### config.mk
export PLATFORM = sky130hd
export DESIGN_NAME = sar_host_flat
export DESIGN_NICKNAME = d
export VERILOG_FILES = /design/src/rtl/sar_pkg.sv /design/src/rtl/sar_link_if.sv /design/src/rtl/sar_fifo.sv /design/src/rtl/sar_host.sv /design/src/flat_wrapper.sv
export SDC_FILE = /design/constraint.sdc
export NUM_CORES = 1
export LEC_CHECK = 0
export BUFFER_PORTS_ARGS = -buffer_cell sky130_fd_sc_hd__buf_2
export CAP_MARGIN = 5
export CORE_ASPECT_RATIO = 0.75
export CORE_MARGIN = 10
export CORE_UTILIZATION = 45
export CTS_CLUSTER_SIZE = 28
export DETAILED_ROUTE_END_ITERATION = 10
export HOLD_SLACK_MARGIN = 0.15
export SYNTH_ARGS = -nofsm -noshare
export SYNTH_HDL_FRONTEND = slang
export SYNTH_HIERARCHICAL = 1
export SYNTH_SLANG_ARGS = --single-unit
### constraint.sdc
create_clock -name core_clk_i -period 3.28 [get_ports core_clk_i]
set_input_delay 0.164 -clock core_clk_i [delete_from_list [all_inputs] [get_ports core_clk_i]]
set_output_delay 0.164 -clock core_clk_i [all_outputs]
set_load 0.02 [all_outputs]
### src/rtl/sar_pkg.sv
// Overview of operation
// - Select fall: hold, sample, start, drive output
// - Sixteen serial clocks per frame, select low
// - Track again at rise after 13 falls
// - Release output at sixteenth falling edge
// - Early select rise abandons, releases output
// - Output changes at select fall and on serial falling edges
// - Four zeros then 12-bit result, MSB first
// - Straight binary, LSB equals reference/4096
// - First zero at select fall, then per edge
// - LSB after fifteenth fall, captured at sixteenth
// - Host allows 290 ns acquisition before select
// - Host waits 60 ns quiet after release
// - Slow clock: host may sample on rises
// - Serial clock drives shifting and approximation
// - Serial clock up to 10 MHz
// - Rise in edges 2..9 enters power-down
// - Rise in edges 10..15 stays powered, abandons
// - Dummy frame past tenth edge powers up
package sar_pkg;
   localparam int          CLK_MHZ        = 50;
   localparam int          RES_W          = 12;
   localparam int          WORD_W         = 16;
   localparam logic [4:0]  FRAME_EDGES    = 5'h10;
   localparam logic [4:0]  TRACK_EDGE     = 5'h0D;
   localparam logic [4:0]  PD_LO_EDGE     = 5'h02;
   localparam logic [4:0]  PD_HI_EDGE     = 5'h0A;
   localparam int          ACQ_NS         = 290;
   localparam int          QUIET_NS       = 60;
   localparam int          PWRUP_NS       = 1000;
   localparam int          SCLK_HALF_NS   = 60;
   localparam int          ACQ_CYC   = (ACQ_NS * CLK_MHZ + 999) / 1000;
   localparam int          QUIET_CYC = (QUIET_NS * CLK_MHZ + 999) / 1000;
   localparam int          PWRUP_CYC = (PWRUP_NS * CLK_MHZ + 999) / 1000;
   localparam int          HALF_CYC  = (SCLK_HALF_NS * CLK_MHZ + 999) / 1000;
   localparam int          FIFO_DEPTH     = 8;
   localparam logic [2:0]  SYNC_RST       = 3'h7;
endpackage

### src/rtl/sar_link_if.sv
`timescale 1ns/1ps
interface sar_link_if;
   logic select_n;
   logic sclk;
   logic serial_result_out;
   logic serial_result_oe;
   modport device (input select_n, input sclk,
                   output serial_result_out, output serial_result_oe);
   modport host   (output select_n, output sclk,
                   input serial_result_out, input serial_result_oe);
endinterface

### src/rtl/sar_fifo.sv
`timescale 1ns/1ps
module sar_fifo #(
   parameter int WIDTH = 12,
   parameter int DEPTH = 8
) (
   input  wire logic             core_clk_i,
   input  wire logic             sys_rst_i,
   input  wire logic [WIDTH-1:0] in_data_i,
   input  wire logic             in_valid_i,
   output logic                  in_ready_o,
   output logic      [WIDTH-1:0] out_data_o,
   output logic                  out_valid_o,
   input  wire logic             out_ready_i
);
   localparam int AW = $clog2(DEPTH);
   typedef struct packed {
      logic [AW-1:0] wr;
      logic [AW-1:0] rd;
      logic [AW:0]   cnt;
   } sar_fifo_st_t;
   logic [WIDTH-1:0] mem [DEPTH];
   sar_fifo_st_t st_reg, st_next;
   logic push, pop;
   assign push = in_valid_i && in_ready_o;
   assign pop  = out_valid_o && out_ready_i;
   assign in_ready_o  = st_reg.cnt != (AW+1)'(DEPTH);
   assign out_valid_o = st_reg.cnt != '0;
   assign out_data_o  = mem[st_reg.rd];
   always_comb begin
      st_next = st_reg;
      if (push) st_next.wr = st_reg.wr + 1'b1;
      if (pop)  st_next.rd = st_reg.rd + 1'b1;
      st_next.cnt = st_reg.cnt + (AW+1)'(push) - (AW+1)'(pop);
   end
   always_ff @(posedge core_clk_i) begin
      if (sys_rst_i) st_reg <= '0;
      else st_reg <= st_next;
      if (push) mem[st_reg.wr] <= in_data_i;
   end
endmodule

### src/rtl/sar_host.sv
`timescale 1ns/1ps
module sar_host (
   input  wire logic        core_clk_i,
   input  wire logic        sys_rst_i,
   sar_link_if.host         link,
   input  wire logic        start_i,
   input  wire logic [4:0]  edge_count_i,
   output logic             busy_o,
   output logic [11:0]      result_o,
   output logic             result_valid_o,
   input  wire logic        result_ready_i
);
   typedef enum logic [1:0] {
      HS_IDLE  = 2'b00,
      HS_RUN   = 2'b01,
      HS_QUIET = 2'b10
   } sar_hs_t;
   typedef struct packed {
      sar_hs_t     state;
      logic        sel_n;
      logic        sclk;
      logic [7:0]  div;
      logic [4:0]  falls;
      logic [4:0]  target;
      logic [15:0] word;
      logic [7:0]  wait_cnt;
      logic [2:0]  din_sync;
      logic        push;
      logic        busy;
   } sar_host_st_t;
   sar_host_st_t h_reg, h_next;
   logic fifo_ready;
   logic [11:0] fifo_data;
   logic fifo_valid;
   always_comb begin
      h_next = h_reg;
      h_next.din_sync = {h_reg.din_sync[1:0], link.serial_result_out};
      h_next.push = 1'b0;
      unique case (h_reg.state)
         HS_IDLE: begin
            h_next.busy = 1'b0;
            if (start_i && fifo_ready && edge_count_i != '0) begin
               h_next.state  = HS_RUN;
               h_next.sel_n  = 1'b0;
               h_next.busy   = 1'b1;
               h_next.falls  = '0;
               h_next.div    = 8'(sar_pkg::HALF_CYC);
               h_next.target = edge_count_i;
            end
         end
         HS_RUN: begin
            if (h_reg.div != 8'h00) h_next.div = h_reg.div - 8'h01;
            else begin
               h_next.div  = 8'(sar_pkg::HALF_CYC);
               if (h_reg.sclk) begin
                  // Capture on falls only, LSB at 16th; rise option unused
                  h_next.sclk  = 1'b0;
                  h_next.word = {h_reg.word[14:0], h_reg.din_sync[2]};
                  h_next.falls = h_reg.falls + 5'h01;
               end else if (h_reg.falls == h_reg.target) begin
                  // Clock parks low; no extra rise beside select rise
                  h_next.sel_n    = 1'b1;
                  h_next.state    = HS_QUIET;
                  h_next.wait_cnt = 8'(sar_pkg::ACQ_CYC
                                    + sar_pkg::QUIET_CYC);
                  h_next.push = h_reg.falls == sar_pkg::FRAME_EDGES;
               end else begin
                  h_next.sclk = 1'b1;
               end
            end
         end
         HS_QUIET: begin
            if (h_reg.wait_cnt != 8'h00)
               h_next.wait_cnt = h_reg.wait_cnt - 8'h01;
            else h_next.state = HS_IDLE;
         end
         default: h_next.state = HS_IDLE;
      endcase
   end
   always_ff @(posedge core_clk_i) begin
      if (sys_rst_i) begin
         h_reg       <= '0;
         h_reg.state <= HS_IDLE;
         h_reg.sel_n <= 1'b1;
      end else begin
         h_reg <= h_next;
      end
   end
   sar_fifo #(.WIDTH(12), .DEPTH(sar_pkg::FIFO_DEPTH)) u_fifo (
      .core_clk_i  (core_clk_i),
      .sys_rst_i   (sys_rst_i),
      .in_data_i   (h_reg.word[11:0]),
      .in_valid_i  (h_reg.push),
      .in_ready_o  (fifo_ready),
      .out_data_o  (fifo_data),
      .out_valid_o (fifo_valid),
      .out_ready_i (result_ready_i)
   );
   assign link.select_n  = h_reg.sel_n;
   assign link.sclk      = h_reg.sclk;
   assign busy_o         = h_reg.busy;
   assign result_o       = fifo_data;
   assign result_valid_o = fifo_valid;
endmodule

### src/flat_wrapper.sv
// flat-port wrapper written by rule: the top's interface ports become plain ports
module sar_host_flat 
  (core_clk_i, sys_rst_i, start_i, edge_count_i, busy_o, result_o, result_valid_o, result_ready_i, link_select_n, link_sclk, link_serial_result_out, link_serial_result_oe);
  sar_link_if link_i ();
  input  wire logic core_clk_i;
  input  wire logic sys_rst_i;
  input  wire logic start_i;
  input  wire logic [4:0] edge_count_i;
  output logic busy_o;
  output logic [11:0] result_o;
  output logic result_valid_o;
  input  wire logic result_ready_i;
  output wire logic [$bits(link_i.select_n)-1:0] link_select_n;
  output wire logic [$bits(link_i.sclk)-1:0] link_sclk;
  input wire logic [$bits(link_i.serial_result_out)-1:0] link_serial_result_out;
  input wire logic [$bits(link_i.serial_result_oe)-1:0] link_serial_result_oe;
  assign link_select_n = link_i.select_n;
  assign link_sclk = link_i.sclk;
  assign link_i.serial_result_out = link_serial_result_out;
  assign link_i.serial_result_oe = link_serial_result_oe;
  sar_host u_core (.core_clk_i(core_clk_i), .sys_rst_i(sys_rst_i), .link(link_i), .start_i(start_i), .edge_count_i(edge_count_i), .busy_o(busy_o), .result_o(result_o), .result_valid_o(result_valid_o), .result_ready_i(result_ready_i));
endmodule
* Yosys cells after proc, flatten, opt, wreduce, memory -nomap -nowiden
Memories as Yosys holds them, arrays and structs flattened. A register that Yosys moved wholly into a read port is not among the register bits.
Cells that the tools add are included.
** Storage, ports and cells
- Register bits after elaboration :: 57
- Word-level logic and storage cells :: 81
- Output and inout bits :: 16
- Memory bits (writable) :: 96
- Memories :: 1
- Bits of input ports :: 11
** Memories
- u_core.u_fifo.mem :: depth 8, width 12, rd ports 1, clocked after memory_dff 1, wr ports 1, RTL line sar_fifo.sv:21 : logic [WIDTH-1:0] mem [DEPTH];
** Cells by class
- Multiplexer cells :: 24
- $add $sub $neg :: 7
- Bitwise operators :: 3
- Reductions and logical operators :: 20
- Eq/ne operators :: 12
** Operator list (count)
- 8-bit two-way mux :: 5
- 13-bit one-hot mux with 2 select lines :: 1
- 18-bit two-way mux :: 1
- 8-bit one-hot mux with 2 select lines :: 1
- 8-bit nonzero test :: 2
- 8-bit by 1-bit subtractor with 8-bit output, second input constant :: 2
- 3-bit two-way mux :: 5
- 5-bit AND reduction :: 3
- 5-bit two-way mux :: 2
- 2-bit by 1-bit inequality test with 1-bit output, second input constant :: 4
- 3-bit by 1-bit adder with 3-bit output, second input constant :: 2
- 2-bit inequality test, second input constant :: 3
- 2-bit one-hot mux with 3 select lines :: 1
- 2-bit AND reduction :: 3
- 5-bit by 1-bit adder with 5-bit output, second input constant :: 1
- 5-bit == test :: 1
- 5-bit == test, second input constant :: 1
- 1-bit two-way mux :: 5
- 5-bit nonzero test :: 1
- 5-bit OR reduction :: 1
- 4-bit by 1-bit adder with 4-bit output :: 1
- 1-bit logical AND :: 4
- 4-bit two-way mux :: 1
- 4-bit inequality test, second input constant :: 1
- 11 further kinds :: 14

* Longest topological paths before layout
- Depth after elaboration :: 5
- Mapped depth :: 10
- Mapped depth without buffers :: 9

* Hierarchy
Netlist, hierarchy kept.
** Modules (own cells, without submodules)
- sar_fifo :: cells an instance 219, sequential area each 3143.0 um2, instances 1, area each 4405.5 um2
- sar_host :: cells an instance 245, sequential area each 940.9 um2, instances 1, area each 2097.0 um2

* Worst setup path after synthesis
OpenSTA, ideal clock, no wires.
- Path kind :: reg-to-reg
- Start point :: reg u_core/u_fifo/st_reg[2] in the netlist's numbering
- End point :: mem u_core.u_fifo.mem[0][0] (enable)
- Cell stages (with the launch flop) :: 7
- Buffers on the path :: 1
- Setup slack :: 746 ps
- Data arrival time :: 2122 ps
- Data required time :: 2868 ps
- Library setup time :: 412 ps
- Period minus slack after synthesis :: 2534 ps
- Path through :: dfxtp_1 > inv_1 > ha_1 > or3b_1 > buf_2 > nand2_1 > nor4_1
** Between the ends
- Word-level cells in the longest chain between the ends :: 4
** RTL lines
- start, declared :: RTL line sar_fifo.sv:22 : sar_fifo_st_t st_reg, st_next;
- start signal, assigned :: RTL line sar_fifo.sv:37 : else st_reg <= st_next;
- 4-bit inequality test :: RTL line sar_fifo.sv:26 : assign in_ready_o = st_reg.cnt != (AW+1)'(DEPTH);
- named net u_core.fifo_ready :: RTL line sar_host.sv:32 : logic fifo_ready;
- 1-bit logical AND :: RTL line sar_fifo.sv:24 : assign push = in_valid_i && in_ready_o;
- 1-bit two-way mux :: RTL line sar_fifo.sv:38 : if (push) mem[st_reg.wr] <= in_data_i;
- 1-bit two-way mux (not written as such) :: RTL line sar_fifo.sv:38
- end, declared :: RTL line sar_fifo.sv:21
The timed path passes the listed nets, and every way through them passes these cells.

==> impl_metrics.toml <==
[die]
row_count = 37
floorplan_die_area_um2 = 19700
floorplan.io_pins = 27
die_width_um = 159
chipHeight_um = 124
initial_utilization_pct = 46.7
placeableCoreArea_um2 = 13900

[global_routing]
grt_start_max_net_pins = 32
grt.overflow.total = 0
antenna_found_initial = 0
grt_pass1_vias = 3575
wire_length_of_the_first_global_routing_pass_mm = 19.5
track_usage_pct = 12.8

[yosys]
synth_top_area_cell = "sky130_fd_sc_hd__edfxtp_1"
synthArstFlopShare_pct = 0
synthCells = 464
ys.flop_type = "sky130_fd_sc_hd__edfxtp_1"
syn-num-nets = 488
syn_area_um2 = 6500
yosysSeqAreaShare_pct = 62.8
synthTopCellsByArea = "sky130_fd_sc_hd__edfxtp_1, sky130_fd_sc_hd__dfxtp_1, sky130_fd_sc_hd__mux4_1"
synth-seq-cells = 156
synthesis.yosys.warnings = 6
netlist-cell-type-count = 49
synth-edff-count = 96
synth_area_per_cell_um2 = 14.0
synth.top_cell.area_share_pct = 44.3

[worst_setup_path]
cp.arrival_ns = 2.18
critPathRequiredTime_ns = 3.12
crit_path_end_kind = "primary output"
critPathBufInv = 2
crit_fanout = 24
worst_path_largest_cell_delay_ns = 0.61
crit_type = "register to primary output"
critical-path-slowest-cell = "sky130_fd_sc_hd__mux4_1"
crit_family = "multiplexers"
critical_path.startpoint_type = "register"
timing.critical_path.cells = "buf_4 > mux4_1 > mux2_2 > buf_2"

[detailed_routing]
drt_iter0_markers = 219
avgRoutedWirePerCell_um = 17.0
totalWireLength_mm = 12.2
drcViolationCount = 0
antenna_left = 0
route.detailed.vias_per_inst = 5.32
drt_first_pass_iters = 4
vias = 3802

[timing]
final.period_utilization_pct = 71.5
setup_total_negative_slack_ns = 0
finClkSkew_ns = 0.0109
finalHoldViolCount = 0
timing.final.setup_violations = 0
final_period_minus_worst_setup_slack_ns = 2.35
slew-limit-headroom_pct = 47.0
rsz0062_at_grt = "no"
max_freq_ghz = 0.426
tightestPinTransition_ns = 0.794
finalMaxSlewViolations = 0

[power]
switching_fraction_pct = 28.2
power_frac_comb_pct = 21.4
clock_power_share_pct = 36.5
power_frac_seq_pct = 42.0
power.internal_uw = 4000
switching_power_uw = 1570
peakVddDrop_mv = 0.356
power-per-cell-area_nw_per_um2 = 737
total_leakage_power_uw = 0.00268

[clocking]
path_clk_slew_ns = 0.06
cts.repair_timing.setup_buffer_count = 0
numCtsBuffers = 17
cts_max_path_buffers = 2
clock_net_sink_count = 156
cts_root_buf = "sky130_fd_sc_hd__clkbuf_16"
clock_latency_late_sink_ns = 0.41
cts_tree = "done"
cts_max_level = 4

[min_path]
worst_hold_path_type = "primary input to register"

[place]
total_half_perimeter_wirelength_after_legalization_and_detailed_placement_mm = 7.52
place_congestion = 0.769
numPortBuffers = 25

[finish]
layout.core_utilization_pct = 54.4
nNetsFinal = 531
antenna-diode-count = 0
drive_above_1_share_pct = 19.0
largest_register_ffs = 96
area.growth.synth_to_final_pct = 16.5

[status]
outcome = "finished clean"

[flow_run]
max_cap_viol_count = 0
-- path summary, 6_finish.rpt --
check	startpoint	end	slack, ns	cells past startpoint
setup / recovery	register	result_o[10]	0.93	4
hold reg to reg	u_core/h_next[3]	u_core/h_next[4]	0.44	1
setup reg to reg	u_core/u_fifo/st_reg[2]	u_core/u_fifo/st_reg[2]	0.93	9
hold / removal	sys_rst_i	u_core/u_fifo/st_reg[1]	0.21	2
-- cell type report --
class	count	area (um2)
fill	1149	6360
sequential	156	4080
multi-input combinational	272	2270
clock buffer	19	433
timing repair buffer	44	285
tap	195	244
clock inverter	13	193
inverter	16	60.1
-- Yosys cell counts, types with 2 or more instances --
cell type                  instances
sky130_fd_sc_hd__edfxtp_1         96
sky130_fd_sc_hd__dfxtp_1          60
sky130_fd_sc_hd__nand2_1          45
sky130_fd_sc_hd__a21oi_1          33
sky130_fd_sc_hd__nor2_1           26
sky130_fd_sc_hd__mux4_1           21
sky130_fd_sc_hd__inv_1            16
sky130_fd_sc_hd__nor3_1           16
sky130_fd_sc_hd__mux2_2           15
sky130_fd_sc_hd__ha_1             12
sky130_fd_sc_hd__nand2b_1         12
sky130_fd_sc_hd__clkbuf_1         11
sky130_fd_sc_hd__nor2b_1           9
sky130_fd_sc_hd__mux2i_1           8
sky130_fd_sc_hd__nand3_1           8
sky130_fd_sc_hd__xor2_1            8
sky130_fd_sc_hd__a311oi_1          7
sky130_fd_sc_hd__o21ai_0           6
sky130_fd_sc_hd__or3_1             5
sky130_fd_sc_hd__buf_2             4
sky130_fd_sc_hd__nand4_1           4
sky130_fd_sc_hd__a31o_2            3
sky130_fd_sc_hd__buf_6             3
sky130_fd_sc_hd__mux4_2            3
sky130_fd_sc_hd__nor4_1            3
sky130_fd_sc_hd__xnor2_1           3
sky130_fd_sc_hd__a211oi_1          2
sky130_fd_sc_hd__buf_4             2
sky130_fd_sc_hd__o211a_1           2
sky130_fd_sc_hd__or4b_4            2
-- cells by family (layout without fill, tap and decap cells) --
family | count (synthesis) | after routing | share of synthesized area, %
AO/OA/AOI/OAI | 62 | 62 | 5.98
XOR/XNOR | 11 | 11 | 1.48
adder cells (fa/ha/maj) | 13 | 13 | 2.62
buffers and inverters | 36 | 92 | 2.62
flip-flops | 156 | 156 | 62.8
multiplexers | 47 | 47 | 13.4
AND/OR/NAND/NOR | 139 | 139 | 11.1
-- stage by stage --
stage | setup WS (ns) | hold WS, ns | cells | power [uW] | area (um2)
after floorplan | 0.746 | 0.292 | 464 | 3320 | 6500
after detailed placement | 0.902 | 0.385 | 676 | 3580 | 6880
after global placement | 0.986 | 0.371 | 676 | 3550 | 6880
final | 0.935 | 0.208 | 715 | 5580 | 7570
after global routing | 0.752 | 0.243 | 715 | 5870 | 7570
after CTS | 0.881 | 0.201 | 715 | 5640 | 7570
-- worst reg2reg max path, cell delays in order (launching register included) --
cell and delay [ns]:
sky130_fd_sc_hd__dfxtp_1 0.30, sky130_fd_sc_hd__inv_1 0.10, sky130_fd_sc_hd__ha_1 0.15, sky130_fd_sc_hd__or3b_1 0.43, sky130_fd_sc_hd__nand2_1 0.29, sky130_fd_sc_hd__xnor2_1 0.13
sky130_fd_sc_hd__ha_1 0.23, sky130_fd_sc_hd__fa_1 0.39, sky130_fd_sc_hd__xnor2_1 0.15, sky130_fd_sc_hd__nor2_1 0.05
-- layer usage --
metal	share of wire (%)	global-route usage (%)	routed length (um)	vias up
met2	45	19.4	5430	68
met1	50	17.5	6030	1882
li1	-	-	-	1843
met4	0.98	4.55	119	0
met5	0	0	0	-
met3	4.8	3.30	578	9
-- power by group through the flow --
stage | Sequential, uW | Combinational [uW] | Clock [uW]
after floorplan | 2320 | 1000 | 0
after global placement | 2380 | 1170 | 0
after detailed placement | 2380 | 1200 | 0
after CTS | 2340 | 1210 | 2090
after global routing | 2370 | 1330 | 2170
final | 2340 | 1200 | 2040
-- repair_timing --
item / CTS / global route
hold buffers: 7 / 0
endpoints found under the hold margin: 8 / 0
resized for setup: 0 / 0
-- cells in the final DEF, fill, tap and decap left out, types with 2 or more instances in the layout --
master	instances
sky130_fd_sc_hd__edfxtp_1	96
sky130_fd_sc_hd__dfxtp_1	60
sky130_fd_sc_hd__nand2_1	45
sky130_fd_sc_hd__a21oi_1	33
sky130_fd_sc_hd__nor2_1	26
sky130_fd_sc_hd__buf_2	25
sky130_fd_sc_hd__mux4_1	21
sky130_fd_sc_hd__clkbuf_16	17
sky130_fd_sc_hd__inv_1	16
sky130_fd_sc_hd__mux2_2	15
sky130_fd_sc_hd__nor3_1	12
sky130_fd_sc_hd__nand2b_1	12
sky130_fd_sc_hd__ha_1	12
sky130_fd_sc_hd__buf_4	12
sky130_fd_sc_hd__nor2b_1	9
sky130_fd_sc_hd__xor2_1	8
sky130_fd_sc_hd__nand3_1	8
sky130_fd_sc_hd__mux2i_1	8
sky130_fd_sc_hd__dlygate4sd3_1	7
sky130_fd_sc_hd__a311oi_1	7
sky130_fd_sc_hd__o21ai_0	6
sky130_fd_sc_hd__or3_1	5
sky130_fd_sc_hd__clkinvlp_4	4
sky130_fd_sc_hd__bufinv_16	4
sky130_fd_sc_hd__nand4_1	4
sky130_fd_sc_hd__nor3_2	4
sky130_fd_sc_hd__clkinv_4	3
sky130_fd_sc_hd__a31o_2	3
sky130_fd_sc_hd__xnor2_1	3
sky130_fd_sc_hd__mux4_2	3
sky130_fd_sc_hd__clkbuf_1	2
sky130_fd_sc_hd__or4b_4	2
sky130_fd_sc_hd__o211a_1	2
sky130_fd_sc_hd__nor4_1	2
sky130_fd_sc_hd__a211oi_1	2
Note: power is estimated with default switching activity, not from simulation.
